[config.mk]
export PLATFORM = sky130hd
export DESIGN_NAME = supply_ctrl
export DESIGN_NICKNAME = d
export VERILOG_FILES = /design/src/logic/supply_ctrl_pkg.sv /design/src/logic/supply_ctrl.sv /design/src/logic/startup_timer.sv /design/src/logic/init_settings_store.sv
export SDC_FILE = /design/constraint.sdc
export NUM_CORES = 1
export LEC_CHECK = 0
export ABC_CLOCK_PERIOD_IN_PS = 1500
export BUFFER_PORTS_ARGS = -buffer_cell sky130_fd_sc_hd__buf_2
export CORE_MARGIN = 2
export CORE_UTILIZATION = 40
export DETAILED_ROUTE_END_ITERATION = 10
export PLACE_DENSITY_LB_ADDON = 0.08
export SLEW_MARGIN = 20
export SYNTH_ARGS = -nofsm -noshare
export SYNTH_HDL_FRONTEND = slang
export SYNTH_HIERARCHICAL = 1
export SYNTH_SLANG_ARGS = --single-unit
[constraint.sdc]
create_clock -name clock -period 1.5 [get_ports clock]
set_clock_uncertainty 0.05 [all_clocks]
set_input_delay 0 -clock clock [delete_from_list [all_inputs] [get_ports clock]]
set_output_delay 0 -clock clock [all_outputs]
set_load 0.01 [all_outputs]
[src/logic/supply_ctrl_pkg.sv]
/*
 * Shared constants and types for the supply supervision block:
 * register map, field positions, timing counts and bus carriers.
 * Assumes a 10 MHz system clock and a 32-bit APB register bus.
 */
package supply_ctrl_pkg;

    // ------------------------------------------------------------
    // register map
    // ------------------------------------------------------------
    localparam int unsigned ADDR_W = 8;
    localparam int unsigned DATA_W = 32;
    localparam logic [ADDR_W-1:0] LBC_OFFSET  = 8'h00;
    localparam logic [ADDR_W-1:0] INIT_OFFSET = 8'h04;
    localparam logic [ADDR_W-1:0] STAT_OFFSET = 8'h08;

    // low battery control fields
    localparam int unsigned LBC_W       = 8;
    localparam int unsigned FLAG_BIT    = 0;
    localparam int unsigned SRC_SEL_BIT = 2;
    localparam int unsigned THR_LSB     = 3;
    localparam int unsigned THR_W       = 5;
    localparam logic [THR_W-1:0] THR_RESET = 5'h00;
    localparam logic             SRC_RESET = 1'b0;

    // initialization status fields
    localparam int unsigned INIT_BOR_BIT  = 0;
    localparam int unsigned INIT_LBD_BIT  = 1;
    localparam int unsigned INIT_MODE_LSB = 2;
    localparam int unsigned INIT_WP_BIT   = 4;
    localparam int unsigned INIT_PROG_BIT = 5;

    // sequencer status fields
    localparam int unsigned STAT_RUN_BIT   = 0;
    localparam int unsigned STAT_CAUSE_LSB = 1;
    localparam int unsigned CAUSE_W        = 4;

    // ------------------------------------------------------------
    // timing
    // ------------------------------------------------------------
    localparam int unsigned CLK_FREQ_HZ    = 10_000_000;
    localparam int unsigned OSC_STARTUP_US = 1000;
    localparam int unsigned STARTUP_CYCLES =
        OSC_STARTUP_US * (CLK_FREQ_HZ / 1_000_000);

    // ------------------------------------------------------------
    // types
    // ------------------------------------------------------------
    typedef enum logic [1:0] {
        CM_INTERNAL = 2'b00,
        CM_SQUARE   = 2'b01,
        CM_CRYSTAL  = 2'b10,
        CM_RESERVED = 2'b11
    } clock_mode_t;

    typedef struct packed {
        logic        globalWriteProtect;
        clock_mode_t clockMode;
        logic        lowBatteryEnable;
        logic        brownoutEnable;
    } init_settings_t;

    localparam init_settings_t INIT_DEFAULT = '{
        globalWriteProtect: 1'b0,
        clockMode:          CM_INTERNAL,
        lowBatteryEnable:   1'b0,
        brownoutEnable:     1'b0
    };

    typedef struct packed {
        logic [ADDR_W-1:0] paddr;
        logic              pwrite;
        logic [DATA_W-1:0] pwdata;
    } apb_req_t;

    // cause order: power-on, brown-out, watchdog, external pin
    typedef struct packed {
        logic extPin;
        logic watchdog;
        logic brownout;
        logic powerOn;
    } reset_cause_t;

endpackage

[src/logic/supply_ctrl.sv]
/*
 * Supply supervision, reset sequencing, clock source selection.
 * Low battery control register behind an APB slave.
 * Assumes comparators, oscillator and power-on detector outside,
 * giving levels synchronous to clock.
 */
`timescale 1ns/100ps
module supply_ctrl
    import supply_ctrl_pkg::*;
#(
    parameter int unsigned STARTUP_COUNT = STARTUP_CYCLES
) (
    input  wire logic                            clock,
    input  wire logic                            nrst,
    input  wire logic                            psel,
    input  wire logic                            penable,
    input  wire supply_ctrl_pkg::apb_req_t       apbReq,
    output logic [supply_ctrl_pkg::DATA_W-1:0]   prdata,
    output logic                                 pready,
    output logic                                 pslverr,
    input  wire logic                            powerOnDetect,
    input  wire logic                            brownoutBelow,
    input  wire logic                            watchdogExpire,
    input  wire logic                            extResetN,
    input  wire logic                            lowBattBelow,
    input  wire logic                            haltMode,
    input  wire logic                            idleMode,
    input  wire logic                            progMode,
    input  wire logic                            progWrite,
    input  wire supply_ctrl_pkg::init_settings_t progImage,
    input  wire supply_ctrl_pkg::init_settings_t nvImageIn,
    output supply_ctrl_pkg::init_settings_t      nvImageOut,
    output logic                                 brownoutPowerOn,
    output logic                                 lowBattPowerOn,
    output logic [supply_ctrl_pkg::THR_W-1:0]    thresholdSelect,
    output logic                                 sourceSelect,
    output logic                                 ioRegReset,
    output logic                                 coreResetN,
    output logic                                 fetchStart,
    input  wire logic                            clockInput,
    output logic                                 oscRun,
    output logic                                 oscillatorOutput,
    output logic                                 oscillatorOutputEn,
    output logic                                 coreClockEn
);

    // ------------------------------------------------------------
    // declarations
    // ------------------------------------------------------------
    typedef enum logic [1:0] {
        SEQ_HOLD,
        SEQ_START,
        SEQ_WAIT,
        SEQ_RUN
    } seq_state_t;

    seq_state_t      state_reg;
    seq_state_t      state_next;
    init_settings_t  settings;
    reset_cause_t    sources;
    reset_cause_t    cause_reg;
    reset_cause_t    cause_next;
    logic            anySource;
    logic            lowPower;
    logic            borActive;
    logic            lbdActive;
    logic            timerDone;
    logic            seqStart;
    logic            running;

    logic [THR_W-1:0] threshold_reg;
    logic             srcSel_reg;
    logic             lowBattFlag_reg;
    logic [DATA_W-1:0] prdata_reg;
    logic [DATA_W-1:0] readMux;

    logic            setupPhase;
    logic            accessPhase;
    logic            hitLbc;
    logic            hitInit;
    logic            hitStat;
    logic            mapped;
    logic            lbcWrite;

    logic            divPhase_reg;
    logic            clkInPrev_reg;
    logic            clkInRise;
    logic            modeInternal;
    logic            modeSquare;
    logic            modeCrystal;
    logic            clockTick;
    logic            oscOut_reg;

    // ------------------------------------------------------------
    // initialization settings
    // ------------------------------------------------------------
    init_settings_store u_store (
        .clock     (clock),
        .nrst      (nrst),
        .load      (seqStart),
        .nvImageIn (nvImageIn),
        .progMode  (progMode),
        .progWrite (progWrite),
        .progImage (progImage),
        .settings  (settings)
    );

    assign nvImageOut = settings;

    // ------------------------------------------------------------
    // comparator enables
    // ------------------------------------------------------------
    // both comparators are powered down in halt and idle
    assign lowPower  = haltMode || idleMode;
    assign borActive = settings.brownoutEnable && !lowPower;
    assign lbdActive = settings.lowBatteryEnable && !lowPower;
    assign brownoutPowerOn = borActive;
    assign lowBattPowerOn  = lbdActive;

    // ------------------------------------------------------------
    // reset sources
    // ------------------------------------------------------------
    assign sources.powerOn  = powerOnDetect;
    assign sources.brownout = borActive && brownoutBelow;
    assign sources.watchdog = watchdogExpire;
    assign sources.extPin   = !extResetN;
    assign anySource = |sources;

    // ------------------------------------------------------------
    // reset sequencer
    // ------------------------------------------------------------
    always_comb begin
        state_next = state_reg;
        unique case (state_reg)
            SEQ_HOLD: begin
                // held while any source stays active
                if (!anySource) begin
                    state_next = SEQ_START;
                end
            end
            SEQ_START: begin
                state_next = anySource ? SEQ_HOLD : SEQ_WAIT;
            end
            SEQ_WAIT: begin
                if (anySource) begin
                    state_next = SEQ_HOLD;
                end else if (timerDone) begin
                    state_next = SEQ_RUN;
                end
            end
            SEQ_RUN: begin
                if (anySource) begin
                    state_next = SEQ_HOLD;
                end
            end
        endcase
    end

    assign seqStart = (state_reg == SEQ_START);
    assign running  = (state_reg == SEQ_RUN);

    always_comb begin
        cause_next = cause_reg;
        if (state_reg == SEQ_RUN && anySource) begin
            cause_next = sources;
        end else if (state_reg != SEQ_RUN) begin
            cause_next = cause_reg | sources;
        end
    end

    always_ff @(posedge clock) begin
        if (!nrst) begin
            state_reg <= SEQ_HOLD;
            cause_reg <= '0;
        end else begin
            state_reg <= state_next;
            cause_reg <= cause_next;
        end
    end

    startup_timer #(
        .CYCLES (STARTUP_COUNT)
    ) u_timer (
        .clock (clock),
        .nrst  (nrst),
        .start (seqStart),
        .abort (anySource),
        .done  (timerDone)
    );

    // ------------------------------------------------------------
    // core and I/O reset outputs
    // ------------------------------------------------------------
    // I/O registers stay cleared for the whole sequence
    assign ioRegReset = !running;
    assign coreResetN = running;

    always_ff @(posedge clock) begin
        if (!nrst) begin
            fetchStart <= 1'b0;
        end else begin
            fetchStart <= (state_reg == SEQ_WAIT)
                && (state_next == SEQ_RUN);
        end
    end

    // ------------------------------------------------------------
    // clock source selection
    // ------------------------------------------------------------
    assign modeInternal = (settings.clockMode == CM_INTERNAL);
    assign modeSquare   = (settings.clockMode == CM_SQUARE);
    assign modeCrystal  = (settings.clockMode == CM_CRYSTAL);

    // on-chip oscillator only for internal mode, stopped in halt
    assign oscRun = modeInternal && !haltMode;

    assign clkInRise = clockInput && !clkInPrev_reg;

    always_ff @(posedge clock) begin
        if (!nrst) begin
            divPhase_reg  <= 1'b0;
            clkInPrev_reg <= 1'b0;
            oscOut_reg    <= 1'b0;
        end else begin
            divPhase_reg  <= oscRun ? !divPhase_reg : 1'b0;
            clkInPrev_reg <= clockInput;
            oscOut_reg    <= modeCrystal && !clockInput;
        end
    end

    always_comb begin
        clockTick = 1'b0;
        if (modeInternal) begin
            clockTick = oscRun && divPhase_reg;
        end else if (modeSquare || modeCrystal) begin
            clockTick = clkInRise;
        end
    end

    // core clock gated until the start-up delay has run out
    assign coreClockEn = running && clockTick;

    assign oscillatorOutput   = oscOut_reg;
    assign oscillatorOutputEn = modeCrystal;

    // ------------------------------------------------------------
    // low battery control register and flag
    // ------------------------------------------------------------
    always_ff @(posedge clock) begin
        if (!nrst) begin
            lowBattFlag_reg <= 1'b0;
        end else begin
            // level follows comparator, no event raised
            lowBattFlag_reg <= lbdActive && lowBattBelow;
        end
    end

    always_ff @(posedge clock) begin
        if (!nrst || !running) begin
            threshold_reg <= THR_RESET;
            srcSel_reg    <= SRC_RESET;
        end else if (lbcWrite) begin
            threshold_reg <= apbReq.pwdata[THR_LSB +: THR_W];
            srcSel_reg    <= apbReq.pwdata[SRC_SEL_BIT];
        end
    end

    assign thresholdSelect = threshold_reg;
    assign sourceSelect    = srcSel_reg;

    // ------------------------------------------------------------
    // APB slave
    // ------------------------------------------------------------
    assign setupPhase  = psel && !penable;
    assign accessPhase = psel && penable;
    assign hitLbc  = (apbReq.paddr == LBC_OFFSET);
    assign hitInit = (apbReq.paddr == INIT_OFFSET);
    assign hitStat = (apbReq.paddr == STAT_OFFSET);
    assign mapped  = hitLbc || hitInit || hitStat;
    assign lbcWrite = accessPhase && apbReq.pwrite && hitLbc;

    always_comb begin
        readMux = '0;
        if (hitLbc) begin
            readMux[THR_LSB +: THR_W] = threshold_reg;
            readMux[SRC_SEL_BIT]      = srcSel_reg;
            readMux[FLAG_BIT]         = lowBattFlag_reg;
            // bit 1 stays zero
        end else if (hitInit) begin
            readMux[INIT_BOR_BIT]          = settings.brownoutEnable;
            readMux[INIT_LBD_BIT]          = settings.lowBatteryEnable;
            readMux[INIT_MODE_LSB +: 2]    = settings.clockMode;
            readMux[INIT_WP_BIT]           = settings.globalWriteProtect;
            readMux[INIT_PROG_BIT]         = progMode;
        end else if (hitStat) begin
            readMux[STAT_RUN_BIT]            = running;
            readMux[STAT_CAUSE_LSB +: CAUSE_W] = cause_reg;
        end
    end

    // read data captured in the setup cycle, held for the access
    always_ff @(posedge clock) begin
        if (!nrst) begin
            prdata_reg <= '0;
        end else if (setupPhase) begin
            prdata_reg <= apbReq.pwrite ? '0 : readMux;
        end
    end

    assign prdata  = prdata_reg;
    assign pready  = 1'b1;
    assign pslverr = accessPhase && !mapped;

endmodule

[src/logic/startup_timer.sv]
/*
 * Oscillator start-up delay counter.
 * Assumes start is a one-cycle pulse; abort wins over start.
 */
`timescale 1ns/100ps
module startup_timer #(
    parameter int unsigned CYCLES = 10
) (
    input  wire logic clock,
    input  wire logic nrst,
    input  wire logic start,
    input  wire logic abort,
    output logic      done
);
    localparam int unsigned CNT_W = $clog2(CYCLES + 1);
    localparam logic [CNT_W-1:0] LAST = CNT_W'(CYCLES - 1);

    logic [CNT_W-1:0] count_reg;
    logic             busy_reg;
    logic             done_reg;

    always_ff @(posedge clock) begin
        if (!nrst || abort) begin
            busy_reg  <= 1'b0;
            count_reg <= '0;
            done_reg  <= 1'b0;
        end else if (start) begin
            busy_reg  <= 1'b1;
            count_reg <= '0;
            done_reg  <= 1'b0;
        end else if (busy_reg) begin
            count_reg <= count_reg + 1'b1;
            busy_reg  <= (count_reg != LAST);
            done_reg  <= (count_reg == LAST);
        end else begin
            done_reg  <= 1'b0;
        end
    end

    assign done = done_reg;
endmodule

[src/logic/init_settings_store.sv]
/*
 * Working copy of the nonvolatile initialization settings.
 * Assumes the image is reloaded from storage at each reset sequence
 * and that nvImageOut is written back to storage by the outside.
 */
`timescale 1ns/100ps
module init_settings_store
    import supply_ctrl_pkg::*;
(
    input  wire logic                            clock,
    input  wire logic                            nrst,
    input  wire logic                            load,
    input  wire supply_ctrl_pkg::init_settings_t nvImageIn,
    input  wire logic                            progMode,
    input  wire logic                            progWrite,
    input  wire supply_ctrl_pkg::init_settings_t progImage,
    output supply_ctrl_pkg::init_settings_t      settings
);
    init_settings_t image_reg;
    init_settings_t image_next;
    logic           mayClear;

    // clearing and mode change need programming mode and no protect
    assign mayClear = progMode && !image_reg.globalWriteProtect;

    always_comb begin
        image_next = image_reg;
        if (progMode && progWrite) begin
            // set only in programming mode
            image_next.brownoutEnable = image_reg.brownoutEnable
                | progImage.brownoutEnable;
            image_next.lowBatteryEnable = image_reg.lowBatteryEnable
                | progImage.lowBatteryEnable;
            image_next.globalWriteProtect = image_reg.globalWriteProtect
                | progImage.globalWriteProtect;
            if (mayClear) begin
                image_next.brownoutEnable = progImage.brownoutEnable;
                image_next.lowBatteryEnable = progImage.lowBatteryEnable;
                image_next.clockMode = progImage.clockMode;
            end
        end
    end

    always_ff @(posedge clock) begin
        if (!nrst) begin
            image_reg <= INIT_DEFAULT;
        end else if (load) begin
            image_reg <= nvImageIn;
        end else begin
            image_reg <= image_next;
        end
    end

    assign settings = image_reg;
endmodule

==> results of run 1 <==
-- per-layer routing --
metal | vias to the layer above | part of all wire (%) | wire (um) | GRT usage [%]
met5 | - | 0 | 0 | 0
li1 | 1173 | - | - | -
met3 | 4 | 5.7 | 352 | 3.89
met4 | 0 | 0.68 | 42 | 4.07
met1 | 1023 | 50 | 3130 | 27.8
met2 | 77 | 43 | 2700 | 28.6
-- path summary, 6_finish.rpt --
kind,start,end,slack (ps),cells after the start
worst min register to register,divPhase_reg,divPhase_reg,370,1
worst max register to register,u_timer/count_reg[6],u_timer/busy_reg,8,3
worst max-delay path,u_timer/count_reg[6],u_timer/busy_reg,8,3
worst min-delay path,haltMode,divPhase_reg,9,3
-- power groups by stage --
stage | combinational, W | sequential [W] | clock [W]
6_report | 0.000331 | 0.00125 | 0.000712
5_1_grt | 0.000364 | 0.00126 | 0.000789
4_1_cts | 0.000317 | 0.00125 | 0.000747
3_5_place_dp | 0.000264 | 0.00128 | 0
3_3_place_gp | 0.000264 | 0.00128 | 0
2_1_floorplan | 0.000183 | 0.00128 | 0
-- stage by stage --
| stage | cells | util [%] | TNS, ps | total power, W | setup slack [ps] |
|---|---|---|---|---|---|
| 2_1_floorplan | 299 | - | 0 | 0.00147 | 6.10 |
| 3_3_place_gp | 430 | 48.6 | -44.3 | 0.00155 | -44.3 |
| 5_1_grt | 465 | 56.5 | -140 | 0.00241 | -82.0 |
| 6_report | 465 | 56.5 | 0 | 0.00230 | 7.54 |
| 3_5_place_dp | 430 | 48.6 | -68.9 | 0.00155 | -34.0 |
| 4_1_cts | 461 | 54.6 | -2.49 | 0.00232 | -2.49 |
-- final cells by class --
| type | instances | share of cell area, % |
|---|---|---|
| Clock buffer | 7 | 2.31 |
| Inverter | 11 | 1.25 |
| Multi-Input combinational cell | 208 | 42.0 |
| Sequential cell | 46 | 28.3 |
| Tap cell | 75 | 2.84 |
| Timing Repair Buffer | 118 | 23.3 |
-- logic make-up after synthesis --
| logic type | synth area share, % |
|---|---|
| and+or+nand+nor | 27.0 |
| AOI/OAI and AO/OA | 15.7 |
| DFF | 38.5 |
| buffers and inverters | 11.7 |
| muxes | 4.18 |
| adders and majority gates | 1.57 |
| xor gates and xnor gates | 1.10 |
| other | 0.314 |
-- repair_timing --
item	in CTS	in global routing
setup endpoints to repair	7	16
setup buffers	3	4
pin swaps	3	2
gates resized for setup	13	18
hold buffers	21	0
endpoints found under the hold margin	19	0
-- worst max-delay path: cells and delay by family (launching register included) --
kind | cells | cell delay [ps]
compound gates | 2 | 440
simple gates | 1 | 550
flops | 1 | 340
-- cell usage in the layout (no fill, tap or decap), drive strengths merged, types with 4 or more instances in the layout --
cell type	n
o21ai	14
nor2b	4
o31ai	5
dlygate4sd3	21
nor3b	5
or4	4
a22oi	4
inv	11
nor4	9
nand3	14
a21oi	17
a32oi	4
nand2b	5
conb	25
nor2	11
nand2	31
clkbuf	7
a221o	4
and3	6
dfxtp	46
nand4	4
buf	97
mux2i	10
-- cells in the mapped netlist, drive strengths merged (2+ instances only) --
cell type,instances
a32oi,4
and3,6
nand4,4
inv,11
conb,2
nor4,9
ha,3
xor2,2
buf,31
or3,3
clkbuf,3
a21oi,17
a221o,4
nand3,14
nor2,11
nor3b,5
nand2,31
a22oi,4
nor4bb,2
dfxtp,46
or4,4
a31oi,3
o21ai,14
mux2i,10
o21a,2
o31ai,5
nand2b,5
nor3,3
nand3b,3
nor2b,4
==> impl_metrics.py, run 1 <==
metrics = {
    "outcome": {
        "outcome": "complete, no violations",
    },
    "routing": {
        "vias": 2277,
        "wirelength_um": 6220,
        "wire_per_inst_um": 13.4,
        "drcViolationCount": 0,
        "ant_nets": 0,
        "drt-pass1-iter-count": 4,
        "first_iter_violations": 126,
        "via_per_inst": 4.90,
    },
    "synth": {
        "synth-seq-cells": 46,
        "synth_edf_count": 0,
        "synth_top_area_share_pct": 38.5,
        "synth_area_leaders": "dfxtp_1 (38%), buf_4 (8.2%), nand2_1 (4.9%)",
        "yosys_warnings": 6,
        "syn_inst": 276,
        "synth_area_per_cell_sq_um": 8.67,
        "synth-async-reset-ratio_pct": 0,
        "synth_cell_types": 49,
        "synth_area_leader_cell": "dfxtp_1",
        "synthFlopType": "dfxtp_1",
        "synth_area_sq_mm": 0.00239,
        "ys_seq_area_share_pct": 38.5,
    },
    "setup_path": {
        "cp_data_arrival_time_ps": 1620,
        "slowest_delay_ps": 550,
        "path_max_fanout": 5,
        "cp_cell_sequence": "or4b_4 -> o41ai_4 -> a21oi_1",
        "path_class": "flip-flop to flip-flop",
        "required_ps": 1630,
        "crit_path_end_kind": "flip-flop",
        "critPathSlowestCell": "or4b_4",
        "start_kind": "flip-flop",
    },
    "clock_tree": {
        "h-tree-depth": 2,
        "cts.path.max_buffers": 2,
        "cts_tree": "built",
        "insertion_delay_ps": 290,
        "clock-sinks": 46,
        "cts_made_buffers": 5,
        "cts.clk_slew.worst_paths_ps": 80,
        "cts-root-buf": "clkbuf_8",
    },
    "power": {
        "combPwrFrac_pct": 14.4,
        "p_sw_share_pct": 25.1,
        "switchingPower_w": 0.000576,
        "p_leak_nw": 1.36,
        "clkPwrFrac_pct": 31.0,
        "p_int_w": 0.00172,
        "power_density_mw_per_mm2": 695,
        "ir_worst_vdd_v": 0.000408,
        "seqPwrFrac_pct": 54.6,
    },
    "floorplan": {
        "fp.dieH_um": 81.4,
        "dieWidth_um": 81.4,
        "num_io_pins": 119,
        "initial_core_util_pct": 40.9,
        "die_area_sq_mm": 0.00662,
        "rows": 28,
        "design.core.area_sq_mm": 0.00585,
    },
    "global_routing": {
        "overflow": 0,
        "grtUsageTotal_pct": 19.0,
        "grt_pass1_wl_um": 9690,
        "grt_max_degree": 19,
        "grt_pass1_vias": 2029,
        "antenna_found_initial": 0,
    },
    "sta": {
        "timing.fmax_mhz": 670,
        "post-route-min-period_ps": 1490,
        "rsz0062_at_grt": "true",
        "drv_slew": 0,
        "hold_viol": 0,
        "setup_viol": 0,
        "holdWs_ps": 8.74,
        "post-route-period-util_pct": 99.5,
    },
    "flow_run": {
        "cap_viol_max_count": 0,
    },
    "finish": {
        "nFillCells": 588,
        "multi_input_area_sq_mm": 0.00139,
        "stdcell_area_sq_mm": 0.00330,
        "largest_reg_flops": 14,
        "area_growth_pct": 38.0,
        "nets": 458,
        "ff_latch_area_sq_um": 935,
        "final_layout_size_suffix_gt1_share_pct": 35.4,
        "n_antenna_cell": 0,
    },
    "placement": {
        "place_area_sq_mm": 0.00284,
        "io_buffers": 67,
        "dp_hpwl_um": 4440,
        "gp_congestion": 0.745,
    },
    "hold_path": {
        "hold_path.class": "primary input to flip-flop",
    },
}
(Power assumes the default switching activity.)
==> run 2: changes to the inputs <==
Settings changed: RECOVER_POWER set to 50.
==> run 2 against run 1 <==
Compared with the run above: cell count is the same; cell area shrank 0.64%; global-route usage is the same; core utilization shrank 0.36 points; die area is the same; via count shrank 0.57%; sequential cell count is the same; sequential share of layout area grew 0.18 points; hold slack is essentially flat; maximum frequency is essentially flat; sequential power is essentially flat.
==> impl_metrics.py, run 2 (synthesized netlist as in run 1, its figures left out) <==
metrics = {
    "outcome": {
        "outcome": "complete, no violations",
    },
    "placement": {
        "io_buffers": 67,
        "dp_cells": 430,
        "dp_slack_ps": -34.0,
        "gp_congestion": 0.745,
        "dp_hpwl_um": 4440,
    },
    "global_routing": {
        "grt_pass1_vias": 2029,
        "grtUsageTotal_pct": 19.0,
        "grt_pass1_wl_um": 9690,
        "grt_max_degree": 19,
        "antenna_found_initial": 0,
        "overflow": 0,
    },
    "setup_path": {
        "path_max_fanout": 5,
        "crit_path_end_kind": "flip-flop",
        "path_class": "flip-flop to flip-flop",
        "required_ps": 1630,
        "start_kind": "flip-flop",
        "cp_data_arrival_time_ps": 1620,
    },
    "clock_tree": {
        "h-tree-depth": 2,
        "insertion_delay_ps": 290,
        "cts.clk_slew.worst_paths_ps": 80,
        "cts-root-buf": "clkbuf_8",
        "cts_made_buffers": 5,
        "cts_tree": "built",
        "clock-sinks": 46,
        "cts.path.max_buffers": 2,
    },
    "power": {
        "p_leak_nw": 1.29,
        "power_density_mw_per_mm2": 700,
        "ir_worst_vdd_v": 0.000409,
    },
    "sta": {
        "rsz0062_at_grt": "true",
        "post-route-period-util_pct": 99.4,
        "drv_slew": 0,
        "post-route-min-period_ps": 1490,
        "hold_viol": 0,
        "setup_viol": 0,
        "timing.fmax_mhz": 671,
        "setup_slack_ps": 8.91,
    },
    "finish": {
        "layout_common_cells": "buf_2 (50), dfxtp_1 (37), nand2_1 (31)",
        "nets": 458,
        "final_layout_size_suffix_gt1_share_pct": 31.0,
        "area_growth_pct": 37.1,
        "largest_reg_flops": 14,
        "fin_cells": 465,
        "n_antenna_cell": 0,
        "layout_commonest_cell": "buf_2",
    },
    "routing": {
        "drcViolationCount": 0,
        "wire_per_inst_um": 13.4,
        "ant_nets": 0,
        "via_per_inst": 4.87,
        "drt-pass1-iter-count": 4,
        "wirelength_um": 6220,
        "first_iter_violations": 135,
        "vias": 2264,
    },
    "floorplan": {
        "rows": 28,
        "initial_core_util_pct": 40.9,
        "fp.dieH_um": 81.4,
        "num_io_pins": 119,
        "die_area_sq_mm": 0.00662,
        "design.core.area_sq_mm": 0.00585,
        "dieWidth_um": 81.4,
    },
    "flow_run": {
        "cap_viol_max_count": 0,
    },
    "hold_path": {
        "hold_path.class": "primary input to flip-flop",
    },
}
==> run 2: cell type report <==
| class | instances | area, sq um |
|---|---|---|
| clock buffers | 7 | 76.3 |
| fillers | 596 | 2570 |
| inverters | 11 | 41.3 |
| multi-input cells | 208 | 1390 |
| flip-flops and latches | 46 | 935 |
| well taps | 75 | 93.8 |
| repair buffers | 118 | 749 |
==> run 2: metrics by stage <==
stage / hold slack, ps / util (%) / setup TNS (ps) / area (sq um) / power (W)
after CTS: 2.05 / 54.6 / -2.49 / 3190 / 0.00232
after global routing: 24.0 / 56.1 / -140 / 3280 / 0.00241
after floorplan: -3.30 / - / 0 / 2480 / 0.00147
final: 9.02 / 56.1 / 0 / 3280 / 0.00230
after detailed placement: 158 / 48.6 / -68.9 / 2840 / 0.00155
after global placement: 165 / 48.6 / -44.3 / 2840 / 0.00155
==> run 2: power breakdown <==
part / switching, W / leakage [nW] / internal [W]
clock: 0.000391 / 0.0383 / 0.000322
sequential: 0.0000152 / 0.377 / 0.00124
combinational: 0.000170 / 0.873 / 0.000161
total: 0.000576 / 1.29 / 0.00172
==> run 2: worst max-delay path: stages, from the launching register on <==
cell and delay, ps:
dfxtp_2 340, or4b_4 550, o41ai_4 340, a21oi_1 100
==> run 2: routing by layer <==
metal	up-vias	global-route usage, %	share of wire [%]
li1	1175	-	-
met1	1021	27.8	51
met4	0	4.07	0.77
met2	63	28.6	43
met3	5	3.89	4.9
met5	-	0	0
==> run 2: what timing repair did <==
action,in CTS,in global routing
buffers inserted,3,4
setup endpoints to repair,7,16
pin swaps,3,2
hold buffers,21,0
endpoints found under the hold margin,19,0
resized for setup,13,18
==> run 2: final timing paths <==
path	startpoint	to	slack, ps	depth (start not counted)
setup / recovery	u_timer/count_reg[6]	u_timer/busy_reg	9	3
hold / removal	haltMode	divPhase_reg	9	3
setup reg to reg	u_timer/count_reg[6]	u_timer/busy_reg	9	3
hold reg to reg	divPhase_reg	divPhase_reg	370	1
==> run 3: changes to the inputs <==
Settings changed: PLACE_DENSITY_LB_ADDON 0.08 to 0.25.
==> run 3 against run 2 <==
Compared with the run above: highest routed layer unchanged; largest cell class unchanged; hold slack better by 43 ps; first-iteration DRC count is 16% lower; maximum frequency is 0.61% lower; core utilization is 0.38 points lower; clock power is 9.7% higher; the run now ends with negative setup slack left; cell area is 0.69% lower; count of clock-buffer cells in the layout stayed put; largest power group unchanged; non-clock buffer count is 5 lower; die area stayed put; worst setup slack worse by 9.2 ps.
==> impl_metrics.py, run 3 (synthesized netlist as in run 1, its figures left out) <==
metrics = {
    "sta": {
        "setup_slack_ps": -0.295,
        "holdWs_ps": 51.9,
        "drv_slew": 0,
        "timing.fmax_mhz": 667,
        "rsz0062_at_grt": "true",
        "post-route-period-util_pct": 100,
        "setup_tns_ps": -0.295,
        "setup_viol": 1,
        "hold_viol": 0,
        "post-route-min-period_ps": 1500,
    },
    "global_routing": {
        "grt_max_degree": 16,
        "grt_pass1_vias": 2089,
        "overflow": 0,
        "grtUsageTotal_pct": 19.4,
        "grt_pass1_wl_um": 9910,
        "antenna_found_initial": 0,
    },
    "finish": {
        "area_growth_pct": 36.2,
        "fin_util_pct": 55.7,
        "n_antenna_cell": 0,
        "fin_cells": 461,
        "final_layout_size_suffix_gt1_share_pct": 29.5,
        "layout_commonest_cell": "buf_2",
        "nets": 453,
        "largest_reg_flops": 14,
        "layout_common_cells": "buf_2 (46), dfxtp_1 (37), nand2_1 (31)",
    },
    "setup_path": {
        "cp_data_arrival_time_ps": 1640,
        "path_class": "flip-flop to flip-flop",
        "crit_path_end_kind": "flip-flop",
        "r2r_end": "u_timer/busy_reg",
        "r2r-start": "u_timer/count_reg[0]",
        "worstRegToRegCells": 4,
        "critPathSlowestCell": "or4bb_4",
        "slowest_delay_ps": 490,
        "crit_family": "simple AND/OR/NAND/NOR gates",
        "cp.depth": 4,
        "required_ps": 1640,
        "cp_cell_sequence": "ha_4 -> or4bb_4 -> o41ai_4 -> a21oi_1",
        "rrSetupSlack_ps": -0.3,
        "cp_num_buf_inv": 0,
        "start_kind": "flip-flop",
        "path_max_fanout": 3,
    },
    "clock_tree": {
        "clock-sinks": 46,
        "cts.clk_slew.worst_paths_ps": 80,
        "cts_tree": "built",
        "h-tree-depth": 2,
        "insertion_delay_ps": 300,
        "cts_made_buffers": 5,
        "cts-root-buf": "clkbuf_8",
        "cts.path.max_buffers": 2,
    },
    "floorplan": {
        "dieWidth_um": 81.4,
        "rows": 28,
        "num_io_pins": 119,
        "design.core.area_sq_mm": 0.00585,
        "fp.dieH_um": 81.4,
        "initial_core_util_pct": 40.9,
        "die_area_sq_mm": 0.00662,
    },
    "hold_path": {
        "hold_start": "haltMode",
        "hold_path.class": "primary input to flip-flop",
        "holdPathStages": 3,
        "hold_end": "divPhase_reg",
    },
    "placement": {
        "dp_hpwl_um": 4490,
        "gp_congestion": 0.832,
        "dp_cells": 428,
        "dp_slack_ps": -42.3,
        "io_buffers": 67,
    },
    "power": {
        "power_density_mw_per_mm2": 725,
        "p_leak_nw": 1.26,
        "ir_worst_vdd_v": 0.000440,
    },
    "routing": {
        "wire_per_inst_um": 13.8,
        "vias": 2373,
        "wirelength_um": 6340,
        "ant_nets": 0,
        "drt-pass1-iter-count": 4,
        "first_iter_violations": 113,
        "via_per_inst": 5.15,
        "drcViolationCount": 0,
    },
    "flow_run": {
        "cap_viol_max_count": 0,
    },
    "outcome": {
        "outcome": "finished, violations left",
        "violations": "negative setup slack",
    },
}
==> run 3: stage by stage <==
stage	area, sq um	total power [W]
floorplan	2480	0.00147
global placement	2830	0.00154
detailed placement	2830	0.00154
CTS	3200	0.00238
global route	3260	0.00248
finish	3260	0.00236
==> run 3: worst min-delay path, cell delays in order <==
cell and delay [ps]:
buf_2 140, nor2b_2 80, nor3b_1 130
==> run 3: report_power, final <==
part	leakage [nW]	switching, W	internal (W)
combinational	0.838	0.000174	0.000153
sequential	0.377	0.0000144	0.00124
clock	0.0482	0.000410	0.000372
==> run 3: metal layers <==
| metal | vias up | global-route usage (%) | wire [um] |
|---|---|---|---|
| met1 | 1124 | 25.5 | 2810 |
| met3 | 11 | 4.56 | 331 |
| met2 | 73 | 30.9 | 3080 |
| met4 | 0 | 6.95 | 124 |
| li1 | 1165 | - | - |
| met5 | - | 0 | 0 |
==> run 3: final cells by class <==
type	count	area, sq um
multi-input cells	208	1390
inverters	11	41.3
clock inverters	1	5.00
clock buffers	7	86.3
fillers	559	2590
well taps	75	93.8
repair buffers	113	707
flip-flops and latches	46	932
==> run 3: worst max-delay path by stage <==
stage | from | end | slack (ps)
after floorplan | u_timer/count_reg[0] | u_timer/count_reg[10] | 6
after global placement | u_timer/count_reg[5] | u_timer/busy_reg | -50
after detailed placement | u_timer/count_reg[5] | u_timer/busy_reg | -40
after CTS | u_store/settings[2] | coreClockEn | -30
after global routing | u_store/settings[3] | coreClockEn | -80
final | u_timer/count_reg[0] | u_timer/busy_reg | -0.3
==> run 3: repair_timing <==
item | in CTS | in global routing
hold buffers | 21 | 0
endpoints found under the setup margin | 6 | 19
hold endpoints to repair | 18 | 0
setup buffers | 1 | 3
pin swaps | 2 | 5
resized for setup | 16 | 17
